`src/ebpm_pkg.sv`:
```
// Purpose: constants for the external bus control pin mux
// Assumes: one 100 MHz clock, synchronous active-high reset
// Notes: register indices of the plain register port
package ebpm_pkg;
  localparam int EBPM_NPINS = 7;
  localparam int EBPM_AW = 4;
  localparam logic [3:0] EBPM_REG_MODE = 4'h0;
  localparam logic [3:0] EBPM_REG_DATA = 4'h1;
  localparam logic [3:0] EBPM_REG_DIR = 4'h2;
  localparam logic [3:0] EBPM_REG_PULL = 4'h3;
  localparam logic [3:0] EBPM_REG_PIN = 4'h4;
  localparam logic [3:0] EBPM_REG_STATUS = 4'h5;
  localparam logic [3:0] EBPM_REG_ALT = 4'h6;
  // mode register field positions
  localparam int EBPM_MODE_EXTBUS = 0;
  localparam int EBPM_MODE_WIDE16 = 1;
  localparam int EBPM_MODE_LWS_EN = 2;
  localparam int EBPM_MODE_HWS_EN = 3;
  localparam int EBPM_MODE_HOLD_EN = 4;
  localparam int EBPM_MODE_RDY_EN = 5;
  localparam int EBPM_MODE_W = 6;
  // alternate output field positions (compare outputs 4..6)
  localparam int EBPM_ALT_COMPARE_OUTPUT_4 = 0;
  localparam int EBPM_ALT_COMPARE_OUTPUT_5 = 1;
  localparam int EBPM_ALT_COMPARE_OUTPUT_6 = 2;
  localparam int EBPM_ALT_W = 3;
  // pin positions within port 3
  localparam int EBPM_P_ALE = 0;
  localparam int EBPM_P_RD = 1;
  localparam int EBPM_P_LWS = 2;
  localparam int EBPM_P_HWS = 3;
  localparam int EBPM_P_HREQ = 4;
  localparam int EBPM_P_HGNT = 5;
  localparam int EBPM_P_RDY = 6;
  localparam logic [5:0] EBPM_MODE_RST = 6'h00;
  localparam logic [6:0] EBPM_PORT_RST = 7'h00;
  localparam logic [2:0] EBPM_ALT_RST = 3'h0;
endpackage

```
`src/ebpm_sync.sv`:
```
// Purpose: two-flop synchroniser for pin inputs
// Assumes: inputs come from outside the clock domain
// Notes: first stage is read only by the second
`timescale 1ns/1ps
`default_nettype none
module ebpm_sync #(
  parameter int W = 7
) (
  input wire logic i_clk, // clock
  input wire logic i_reset, // sync reset
  input wire logic [W-1:0] i_async, // raw pin levels
  output logic [W-1:0] o_sync // synchronised levels
);
  typedef struct packed {
    logic [W-1:0] meta;
    logic [W-1:0] sync;
  } ebpm_sync_state_type;
  ebpm_sync_state_type st_ff, nxt_st;
  always_comb begin
    nxt_st.meta = i_async;
    nxt_st.sync = st_ff.meta;
  end
  always_ff @(posedge i_clk) begin
    if (i_reset) begin
      st_ff <= '0;
    end else begin
      st_ff <= nxt_st;
    end
  end
  assign o_sync = st_ff.sync;
endmodule
`default_nettype wire

```
`src/ebpm_pin_mux.sv`:
```
// Purpose: port 3 pin mux between GPIO and external bus control
// Assumes: bus controller on i_clk; pins pass a two-flop synchroniser
// Notes: strobes are driven active low; pull-ups only in single-chip
//
// Decided for this implementation: the address-and-strobe port and the placing of the registers.
`timescale 1ns/1ps
`default_nettype none
module ebpm_pin_mux
  import ebpm_pkg::*;
(
  input wire logic i_clk, // 100 MHz clock
  input wire logic i_reset, // sync reset, active high
  input wire logic [EBPM_AW-1:0] i_addr, // register index
  input wire logic [7:0] i_wdata, // write data
  input wire logic i_wr, // write strobe
  input wire logic i_rd, // read strobe
  output logic [7:0] o_rdata, // read data, cycle after i_rd
  input wire logic i_bc_ale, // controller address latch enable
  input wire logic i_bc_rd_n, // controller read strobe, low active
  input wire logic i_bc_wr_n, // controller write strobe, low active
  input wire logic [1:0] i_bc_be, // byte lanes of write, bit1 high
  input wire logic i_bc_busy, // controller in a bus cycle
  input wire logic [2:0] i_cmp_out, // compare outputs 4..6
  output logic o_bc_hold_req, // hold request to controller
  output logic o_bc_hold_grant, // bus released, controller idle
  output logic o_bc_ready, // ready to controller, high = go on
  output logic o_cap_in4, // capture input 4
  output logic o_cap_in5, // capture input 5
  output logic o_ext_irq10_alt_input, // interrupt request input
  input wire logic [EBPM_NPINS-1:0] i_pin, // port 3 pad levels
  output logic [EBPM_NPINS-1:0] o_pin, // port 3 pad outputs
  output logic [EBPM_NPINS-1:0] o_pin_oe, // high while driven
  output logic [EBPM_NPINS-1:0] o_pin_pu // pull-up enables
);
  typedef struct packed {
    logic [EBPM_MODE_W-1:0] mode;
    logic [EBPM_NPINS-1:0] data;
    logic [EBPM_NPINS-1:0] dir;
    logic [EBPM_NPINS-1:0] pull;
    logic [EBPM_ALT_W-1:0] alt;
    logic [7:0] rdata;
    logic hold_ack;
    logic [EBPM_NPINS-1:0] pin_o;
    logic [EBPM_NPINS-1:0] pin_oe;
    logic [EBPM_NPINS-1:0] pin_pu;
    logic hold_req;
    logic ready;
    logic cap4;
    logic cap5;
    logic irq10;
  } ebpm_state_type;

  ebpm_state_type st_ff, nxt_st;
  logic [EBPM_NPINS-1:0] pin_sync;
  logic ext_bus, wide16, lws_on, hws_on, hold_on, rdy_on;
  logic [EBPM_NPINS-1:0] alt_sel;

  ebpm_sync #(
    .W(EBPM_NPINS)
  ) u_sync (
    .i_clk(i_clk),
    .i_reset(i_reset),
    .i_async(i_pin),
    .o_sync(pin_sync)
  );

  always_comb begin
    ext_bus = st_ff.mode[EBPM_MODE_EXTBUS];
    wide16 = st_ff.mode[EBPM_MODE_WIDE16];
    lws_on = ext_bus & st_ff.mode[EBPM_MODE_LWS_EN];
    hws_on = ext_bus & wide16 & st_ff.mode[EBPM_MODE_HWS_EN];
    hold_on = ext_bus & st_ff.mode[EBPM_MODE_HOLD_EN];
    rdy_on = ext_bus & st_ff.mode[EBPM_MODE_RDY_EN];
    alt_sel = '0;
    alt_sel[EBPM_P_ALE] = ext_bus;
    alt_sel[EBPM_P_RD] = ext_bus;
    alt_sel[EBPM_P_LWS] = lws_on;
    alt_sel[EBPM_P_HWS] = hws_on;
    alt_sel[EBPM_P_HREQ] = hold_on;
    alt_sel[EBPM_P_HGNT] = hold_on;
    alt_sel[EBPM_P_RDY] = rdy_on;
  end

  always_comb begin
    nxt_st = st_ff;
    nxt_st.rdata = 8'h00;
    if (i_wr) begin
      case (i_addr)
        EBPM_REG_MODE: nxt_st.mode = i_wdata[EBPM_MODE_W-1:0];
        EBPM_REG_DATA: nxt_st.data = i_wdata[EBPM_NPINS-1:0];
        EBPM_REG_DIR: nxt_st.dir = i_wdata[EBPM_NPINS-1:0];
        EBPM_REG_PULL: nxt_st.pull = i_wdata[EBPM_NPINS-1:0];
        EBPM_REG_ALT: nxt_st.alt = i_wdata[EBPM_ALT_W-1:0];
        default: ;
      endcase
    end
    if (i_rd) begin
      case (i_addr)
        EBPM_REG_MODE: nxt_st.rdata = {2'h0, st_ff.mode};
        EBPM_REG_DATA: nxt_st.rdata = {1'h0, st_ff.data};
        EBPM_REG_DIR: nxt_st.rdata = {1'h0, st_ff.dir};
        EBPM_REG_PULL: nxt_st.rdata = {1'h0, st_ff.pull};
        EBPM_REG_PIN: nxt_st.rdata = {1'h0, pin_sync};
        EBPM_REG_STATUS: nxt_st.rdata = {5'h00, st_ff.ready,
                                         st_ff.hold_ack, st_ff.hold_req};
        EBPM_REG_ALT: nxt_st.rdata = {5'h00, st_ff.alt};
        default: nxt_st.rdata = 8'h00;
      endcase
    end

    // GPIO default for every pin
    nxt_st.pin_o = st_ff.data;
    nxt_st.pin_oe = st_ff.dir;
    if (st_ff.alt[EBPM_ALT_COMPARE_OUTPUT_4] && !hold_on) begin
      nxt_st.pin_o[EBPM_P_HREQ] = i_cmp_out[0];
      nxt_st.pin_oe[EBPM_P_HREQ] = 1'b1;
    end
    if (st_ff.alt[EBPM_ALT_COMPARE_OUTPUT_5] && !hold_on) begin
      nxt_st.pin_o[EBPM_P_HGNT] = i_cmp_out[1];
      nxt_st.pin_oe[EBPM_P_HGNT] = 1'b1;
    end
    if (st_ff.alt[EBPM_ALT_COMPARE_OUTPUT_6] && !rdy_on) begin
      nxt_st.pin_o[EBPM_P_RDY] = i_cmp_out[2];
      nxt_st.pin_oe[EBPM_P_RDY] = 1'b1;
    end
    if (ext_bus) begin
      nxt_st.pin_o[EBPM_P_ALE] = i_bc_ale;
      nxt_st.pin_oe[EBPM_P_ALE] = 1'b1;
    end
    if (ext_bus) begin
      nxt_st.pin_o[EBPM_P_RD] = i_bc_rd_n;
      nxt_st.pin_oe[EBPM_P_RD] = 1'b1;
    end
    // low write strobe; low byte in 16-bit
    if (lws_on) begin
      nxt_st.pin_o[EBPM_P_LWS] = wide16 ? (i_bc_wr_n | ~i_bc_be[0])
                                        : i_bc_wr_n;
      nxt_st.pin_oe[EBPM_P_LWS] = 1'b1;
    end
    if (hws_on) begin
      nxt_st.pin_o[EBPM_P_HWS] = i_bc_wr_n | ~i_bc_be[1];
      nxt_st.pin_oe[EBPM_P_HWS] = 1'b1;
    end
    // hold request pin input only when hold on
    if (hold_on) begin
      nxt_st.pin_oe[EBPM_P_HREQ] = 1'b0;
    end
    if (hold_on) begin
      nxt_st.pin_o[EBPM_P_HGNT] = ~st_ff.hold_ack;
      nxt_st.pin_oe[EBPM_P_HGNT] = 1'b1;
    end
    // ready pin input only when enabled
    if (rdy_on) begin
      nxt_st.pin_oe[EBPM_P_RDY] = 1'b0;
    end
    nxt_st.pin_pu = ext_bus ? '0 : (st_ff.pull & ~st_ff.dir);

    // hold request sampled only when enabled
    nxt_st.hold_req = hold_on & pin_sync[EBPM_P_HREQ];
    // ack after current cycle ends; drop with request
    if (!hold_on || !st_ff.hold_req) begin
      nxt_st.hold_ack = 1'b0;
    end else if (!i_bc_busy) begin
      nxt_st.hold_ack = 1'b1;
    end
    // ready low inserts waits; device holds it
    nxt_st.ready = rdy_on ? pin_sync[EBPM_P_RDY] : 1'b1;
    nxt_st.cap4 = pin_sync[EBPM_P_ALE] & ~alt_sel[EBPM_P_ALE];
    nxt_st.cap5 = pin_sync[EBPM_P_RD] & ~alt_sel[EBPM_P_RD];
    nxt_st.irq10 = pin_sync[EBPM_P_LWS] & ~alt_sel[EBPM_P_LWS];
  end

  always_ff @(posedge i_clk) begin
    if (i_reset) begin
      st_ff <= '0;
      st_ff.mode <= EBPM_MODE_RST;
      st_ff.data <= EBPM_PORT_RST;
      st_ff.dir <= EBPM_PORT_RST;
      st_ff.pull <= EBPM_PORT_RST;
      st_ff.alt <= EBPM_ALT_RST;
      st_ff.ready <= 1'b1;
    end else begin
      st_ff <= nxt_st;
    end
  end

  assign o_rdata = st_ff.rdata;
  assign o_pin = st_ff.pin_o;
  assign o_pin_oe = st_ff.pin_oe;
  assign o_pin_pu = st_ff.pin_pu;
  assign o_bc_hold_req = st_ff.hold_req;
  assign o_bc_hold_grant = st_ff.hold_ack;
  assign o_bc_ready = st_ff.ready;
  assign o_cap_in4 = st_ff.cap4;
  assign o_cap_in5 = st_ff.cap5;
  assign o_ext_irq10_alt_input = st_ff.irq10;
endmodule
`default_nettype wire

```
`config.mk`:
```
export PLATFORM = sky130hd
export DESIGN_NAME = ebpm_pin_mux
export DESIGN_NICKNAME = d
export VERILOG_FILES = /design/src/ebpm_pkg.sv /design/src/ebpm_sync.sv /design/src/ebpm_pin_mux.sv
export SDC_FILE = /design/constraint.sdc
export NUM_CORES = 1
export LEC_CHECK = 0
export BUFFER_PORTS_ARGS = -buffer_cell sky130_fd_sc_hd__buf_2
export CORE_ASPECT_RATIO = 1.5
export CORE_MARGIN = 2
export CORE_UTILIZATION = 35
export DETAILED_ROUTE_END_ITERATION = 16
export PLACE_DENSITY_LB_ADDON = 0.12
export SLEW_MARGIN = 0
export SYNTH_ARGS = -nofsm -noshare
export SYNTH_HDL_FRONTEND = slang
export SYNTH_SLANG_ARGS = --single-unit
```
`constraint.sdc`:
```
create_clock -name i_clk -period 1.3 [get_ports i_clk]
set_input_delay 0.13 -clock i_clk [delete_from_list [all_inputs] [get_ports i_clk]]
set_output_delay 0.13 -clock i_clk [all_outputs]
set_load 0.005 [all_outputs]
```
# == Yosys cells after proc, flatten, opt, wreduce, memory -nomap -nowiden ==
# Index checks and enable logic that the tools add are counted.
# W data, S select, Z words.
# totals
regBits,79
latchBits,0
ramBits,0
mem_bits_ro,0
in_bits,32
output_inout_bits,35
word_cells,82
n_memories,0
# classes
n_addsub,0
mul,0
div,0
n_lt_le_gt_ge,0
n_eq_ne,6
n_shift,0
muxes,18
bitwise,20
reduce_logical,19
# ops
op,count
$pmux W7 S7,1
$mux W1,17
$eq A4 B3 Y1 const B,3
$reduce_or A2 Y1,6
$reduce_and A2 Y1,5
$and A1 B1 Y1,9
$eq A4 B2 Y1 const B,2
$and A7 B7 Y7,1
$not A1 Y1,7
$not A7 Y7,1
$eq A4 B1 Y1 const B,1
$logic_not A4 Y1,1
$logic_and A1 B1 Y1,3
$logic_not A1 Y1,3
$or A1 B1 Y1,2
$logic_or A1 B1 Y1,1

# == Depth between registers and ports, before layout ==
# Gate-level depths: netlist of run 1.
# depth
ltp_word,5
ltp_mapped,6
ltp_nobuf,4

# == Modules after synthesis ==
# From an unflattened synthesis of run 1, not the netlist that was laid out.
# unflattened
cells_unflattened,358
area_unflattened_um2,3339.5
# by_module_without_submodules
module,n_inst,cells_each,area_each_um2,seq_area_each_um2
ebpm_pin_mux,1,329,2931.6,1281.2
ebpm_sync,1,29,407.9,280.3

# == Worst setup path after synthesis of run 1 ==
# Ideal clock, no wire load.
# synth_path
path_kind,input to register
from,input i_addr[2]
to,register st_ff[38] (netlist name)
setup_ns,0.128
t_arrival_ns,1.028
required_time_ns,1.172
slack_ns,0.145
path_stages,6
n_path_buf,2
cell_sequence,buf_6 -> nor3b_4 -> and3_1 -> buf_4 -> mux2i_1 -> nor2_1
# synth_between
elab_chain_cells,2
# synth_lines
item,line,source
"start, declared",ebpm_pin_mux.sv:13,"input wire logic [EBPM_AW-1:0] i_addr,"
$eq A4 B2 Y1,ebpm_pin_mux.sv:88,case (i_addr)
$reduce_and A2 Y1 (no source line),n/a,
"end signal, assigned",ebpm_pin_mux.sv:183,st_ff <= nxt_st;
"end, declared",ebpm_pin_mux.sv:53,"ebpm_state_type st_ff, nxt_st;"
# No other way between the ends.
# A chain may end at the register's enable or synchronous reset.

# == Worst setup path after layout of run 1 ==
# layout_path
from,register st_ff[45] (netlist name)
to,"register st_ff, in the netlist o_rdata[0]"
# layout_between
elab_chain_cells,1
# layout_lines
item,line,source
$pmux W7 S7,ebpm_pin_mux.sv:98,case (i_addr)
# No other way between the ends.

==> flow_summary.json, run 1 <==
{
  "status": "completed",
  "cts_setup_buffers": 0,
  "critPathTopFamily": "compound AO/OA/AOI/OAI gates",
  "dp_hpwl_um": 5935,
  "initial_core_util": 0.3569,
  "vias": 2504,
  "ys_seq_area_frac": 0.4986,
  "finalNetCount": 439,
  "gr-total-overflow": 0,
  "fmax_mhz": 819.9,
  "drive_above_1_share": 0.3107,
  "core_mm2": 0.008776,
  "cts_buffer_depth": 2,
  "synthArstFlopShare": 0,
  "ir_worst_vdd_v": 0.0007589,
  "antenna_left": 0,
  "antenna_found_initial": 0,
  "crit_path_cell_trace": "mux2_2 > a222oi_1 > a21oi_1",
  "avgSynthCellArea_um2": 9.321,
  "drc_errors": 0,
  "worst-path-buf-inv": 0,
  "syn_area_mm2": 0.003132,
  "rsz0062_at_grt": "false",
  "cts_tree": "built",
  "crit_type": "reg -> reg",
  "synth_commonest_cells": "dfxtp_1, a21oi_1, nand2_1",
  "power.density_mw_per_mm2": 1350,
  "post-route-period-util": 0.9382,
  "crit_required_ns": 1.50,
  "diodes": 0,
  "timing.rr.start": "st_ff[45]",
  "cp.arrival_ns": 1.42,
  "r2r_end": "o_rdata[0]",
  "wl_per_cell_um": 15.29,
  "first_iter_violations": 125,
  "cts_made_buffers": 9,
  "ys_dominant_reg_cell": "dfxtp_1",
  "grt_max_degree": 27,
  "core.rowCount": 42,
  "grt_pass1_wl_um": 12720,
  "fin_worst_skew_ns": 0.006794,
  "r2r_cells": 3,
  "synth_largest_area_cell": "dfxtp_1",
  "gp_congestion": 0.9089,
  "port-buffer-count": 64,
  "leakage_nw": 1.658,
  "yosysTopAreaCellShare": 0.4986,
  "hp-class": "in -> reg",
  "io_pins": 67,
  "rrSetupSlack_ns": 0.08,
  "fp.dieW_um": 81.24,
  "path_clk_slew_ns": 0.06,
  "cts_sinks": 78,
  "clock-root-buffer": "clkbuf_16",
  "syn2layout_area_growth_pct": 25.97,
  "period_minus_slack_ns": 1.220,
  "wirelength_um": 7980,
  "tns_ns": 0,
  "n_fill_cell": 870,
  "gr-usage-all-layers": 0.1798,
  "ys_warn_count": 0,
  "synth_area_leaders": "dfxtp_1, buf_4, a21oi_1",
  "synthCells": 336,
  "fin_area_mm2": 0.003945,
  "setup_viol": 0,
  "dieArea_mm2": 0.009736,
  "ys_ff_latch": 78,
  "viasPerCell": 4.797,
  "slew_violations": 0,
  "syn_nets": 368,
  "startpoint_type": "flip-flop",
  "hold_violations": 0,
  "synth_edf_count": 0,
  "die_h_um": 119.9,
  "grt_pass1_vias": 2415,
  "critPathCaptureType": "flip-flop",
  "max_stage_delay_ns": 0.34,
  "critPathMaxFanout": 4,
  "min-delay-start": "i_pin[5]",
  "slowest_stage": "dfxtp_1",
  "htree_levels": 3,
  "min_to": "u_sync.nxt_st[5]",
  "firstDrtPassIters": 4,
  "clk_latency_ns": 0.34,
  "synthDistinctLibCells": 37,
  "hold_path_depth": 2,
  "placed_cell_area_mm2": 0.003581,
  "yosysMostFrequentCell": "dfxtp_1",
  "cap_violations": 0
}
layer usage:
layer,up-vias,GRT usage,share of wire
li1,1258,-,-
met1,1178,0.2191,0.43
met2,59,0.2944,0.51
met3,9,0.04361,0.042
met4,0,0.08157,0.019
met5,-,0,0
flip-flops by register name, summed over array words and instances (netlist names):
| name | cells |
|---|---|
| o_pin | 7 |
| o_rdata | 7 |
| u_sync.o_sync | 7 |
| o_pin_pu | 7 |
| alt_sel | 1 |
| o_bc_hold_grant | 1 |
| o_bc_ready | 1 |
| u_sync.nxt_st | 7 |
| o_pin_oe | 7 |
| st_ff | 29 |
| o_bc_hold_req | 1 |
| o_cap_in4 | 1 |
| o_cap_in5 | 1 |
| o_ext_irq10_alt_input | 1 |
stage by stage:
step           total power, mW  hold WS [ns]    util  setup slack [ns]  std cells
6_report                 5.327       0.01048  0.4495           0.08032        522
5_1_grt                  5.519       0.01557  0.4495          0.001419        522
4_1_cts                  5.389      0.006474  0.4494           0.03750        522
3_3_place_gp             2.843        0.3400  0.4080          -0.09130        500
2_1_floorplan            2.675        0.2582       -            0.1446        336
3_5_place_dp             2.844        0.3436  0.4080          -0.08554        500
cell usage in the layout, fill, tap and decap left out, types with 2 or more instances in the layout:
master         Yosys  routed
nor2b_1           21      21
nand2_1           32      32
nor3_1             2       2
clkbuf_8           0       2
mux4_1             2       2
a22o_1             4       4
buf_12             0       2
dfxtp_1           78      77
buf_4             30      35
inv_1              6       6
nand2b_1           2       2
nor3b_1            9       9
nand3_1           28      28
buf_2              6      64
clkbuf_16          0       9
o21ai_0            6       6
mux2_2             5       5
dlygate4sd3_1      0       6
clkbuf_1           8       2
a21oi_1           33      33
nor2_1            27      27
a22o_2             2       2
mux2i_1           14      14
a222oi_1           3       3
timing repair:
action,in CTS,in global routing
setup endpoints to repair,0,1
endpoints found under the hold margin,6,0
gates resized for setup,0,1
hold buffers,6,0
final cells by class:
type | instances | area (µm²) | area share
clock inverters | 3 | 42.54 | 0.01078
inverters | 6 | 22.52 | 0.005709
flip-flops and latches | 78 | 1563 | 0.3961
multi-input cells | 205 | 1236 | 0.3134
clock buffers | 13 | 260.3 | 0.06597
repair buffers | 107 | 683.2 | 0.1732
well taps | 110 | 137.6 | 0.03489
worst max-delay path by stage:
stage | start | endpoint | slack (ns) | cells after the start
2_1_floorplan | i_addr[2] | st_ff[38] | 0.14 | 6
3_3_place_gp | i_addr[2] | o_rdata[1] | -0.09 | 4
3_5_place_dp | i_addr[2] | o_rdata[1] | -0.09 | 4
4_1_cts | st_ff[36] | o_rdata[1] | 0.04 | 3
5_1_grt | st_ff[36] | o_rdata[1] | 0.001 | 3
6_report | st_ff[45] | o_rdata[0] | 0.08 | 3
worst reg2reg max path: cells and delay by family, from the launching register on:
kind / cells / cell delay, ns
compound gates: 2 / 0.48
mux: 1 / 0.27
flops: 1 / 0.34
power by group:
group	internal, mW	switching [mW]
sequential	2.43	0.0206
clock	1.59	0.936
combinational	0.167	0.182
cell families after synthesis:
group                  Yosys count  share of synthesized area
DFF                             78                     0.4986
AOI/OAI and AO/OA               53                     0.1019
and+or+nand+nor                130                     0.2122
buffers and inverters           53                     0.1067
other                            1                   0.001197
muxes                           21                    0.07950
Note: power is estimated with default switching activity, not from simulation.
==> inputs of run 2 (changes only) <==
- BUFFER_PORTS_ARGS: -buffer_cell sky130_fd_sc_hd__buf_2 -> -buffer_cell sky130_fd_sc_hd__clkbuf_2
- SLEW_MARGIN: 0 -> default
==> flow_summary.json, run 2 (synthesis gave the netlist of run 1 again) <==
{
  "hold_violations": 0,
  "dp_hpwl_um": 6045,
  "die_h_um": 119.9,
  "viasPerCell": 4.786,
  "fin_worst_skew_ns": 0.005682,
  "leakage_nw": 1.616,
  "core.rowCount": 42,
  "dp_slack_ns": -0.1268,
  "layoutNonFillerInstCount": 518,
  "timing.hold.ws_ns": 0.007726,
  "gr-usage-all-layers": 0.1803,
  "layout_setup_ws_ns": 0.1198,
  "ir_worst_vdd_v": 0.0006981,
  "fp.dieW_um": 81.24,
  "gp_congestion": 0.9094,
  "clock-root-buffer": "clkbuf_16",
  "diodes": 0,
  "core_mm2": 0.008776,
  "cts_setup_buffers": 0,
  "io_pins": 67,
  "dieArea_mm2": 0.009736,
  "cap_violations": 0,
  "fmax_mhz": 847.3,
  "drive_above_1_share": 0.3137,
  "wirelength_um": 8029,
  "min-delay-start": "i_pin[6]",
  "tns_ns": 0,
  "path_clk_slew_ns": 0.06,
  "cts_tree": "built",
  "cp.arrival_ns": 1.38,
  "finalNetCount": 437,
  "status": "completed",
  "htree_levels": 3,
  "largest_reg_flops": 29,
  "critPathMaxFanout": 7,
  "largest-register": "st_ff",
  "cts_buffer_depth": 2,
  "critPathLaunch": "alt_sel[0]",
  "cts_made_buffers": 9,
  "layout_commonest_cell": "dfxtp_1",
  "mostFrequentLayoutCells": "dfxtp_1, clkbuf_2, buf_4, a21oi_1, nand2_1",
  "antenna_left": 0,
  "initial_core_util": 0.3569,
  "hp-class": "in -> reg",
  "antenna_found_initial": 0,
  "port-buffer-count": 64,
  "first_iter_violations": 120,
  "startpoint_type": "flip-flop",
  "syn2layout_area_growth_pct": 23.97,
  "critPathCaptureType": "flip-flop",
  "grt_pass1_vias": 2402,
  "setup_viol": 0,
  "period_minus_slack_ns": 1.180,
  "drc_errors": 0,
  "grt_max_degree": 35,
  "placed_cell_area_mm2": 0.003576,
  "vias": 2479,
  "final_util": 0.4424,
  "firstDrtPassIters": 4,
  "dp.cells": 501,
  "rsz0062_at_grt": "false",
  "power_mw": 5.106,
  "fin_area_mm2": 0.003882,
  "clk_latency_ns": 0.33,
  "slew_violations": 0,
  "crit_required_ns": 1.50,
  "crit_type": "reg -> reg",
  "power.density_mw_per_mm2": 1315,
  "timing.rr.start": "alt_sel[0]",
  "cts_sinks": 78,
  "wl_per_cell_um": 15.50,
  "post-route-period-util": 0.9079,
  "grt_pass1_wl_um": 12720,
  "gr-total-overflow": 0
}
run 2: changes by cell type in the layout (fill, tap and decap cells not counted), sizes merged:
cell | previous run | this run
dlygate4sd3 | 6 | 3
bufinv | 1 | 0
clkbuf | 13 | 77
clkinvlp | 1 | 0
buf | 101 | 38
run 2: repair_timing:
action | in CTS | in global routing
endpoints found under the hold margin | 3 | 0
endpoints found under the setup margin | 0 | 1
hold buffers | 3 | 0
resized for setup | 0 | 1
run 2: critical path, cell delays in order (launching register included):
cell	delay (ns)
dfxtp_2	0.36
buf_4	0.18
a222oi_1	0.38
a21oi_1	0.13
run 2: worst paths after layout:
check,cells after the start,endpoint,slack (ns)
worst max-delay path,3,o_rdata[0],0.12
worst max register to register,3,o_rdata[0],0.12
worst min-delay path,2,u_sync.nxt_st[6],0.008
worst min register to register,1,u_sync.o_sync[1],0.43
run 2: layout make-up:
class / instances / area, µm²
Fill cell: 890 / 4893
Sequential cell: 78 / 1563
Multi-Input combinational cell: 205 / 1236
Timing Repair Buffer: 105 / 648.1
Clock buffer: 13 / 270.3
Tap cell: 110 / 137.6
Inverter: 6 / 22.52
Clock inverter: 1 / 5.005
run 2: where the power goes:
part / leakage (nW) / switching [mW] / internal, mW
Clock: 0.138 / 0.885 / 1.42
Combinational: 0.845 / 0.184 / 0.159
Sequential: 0.633 / 0.0198 / 2.43
Total: 1.62 / 1.09 / 4.02
run 2: layer usage:
metal  global-route usage  vias up  wire length [µm]
met2               0.3006       65              4055
met3              0.04211       10               376
met4              0.07733        0               128
met5                    0        -                 0
li1                     -     1248                 -
met1               0.2178     1156              3468
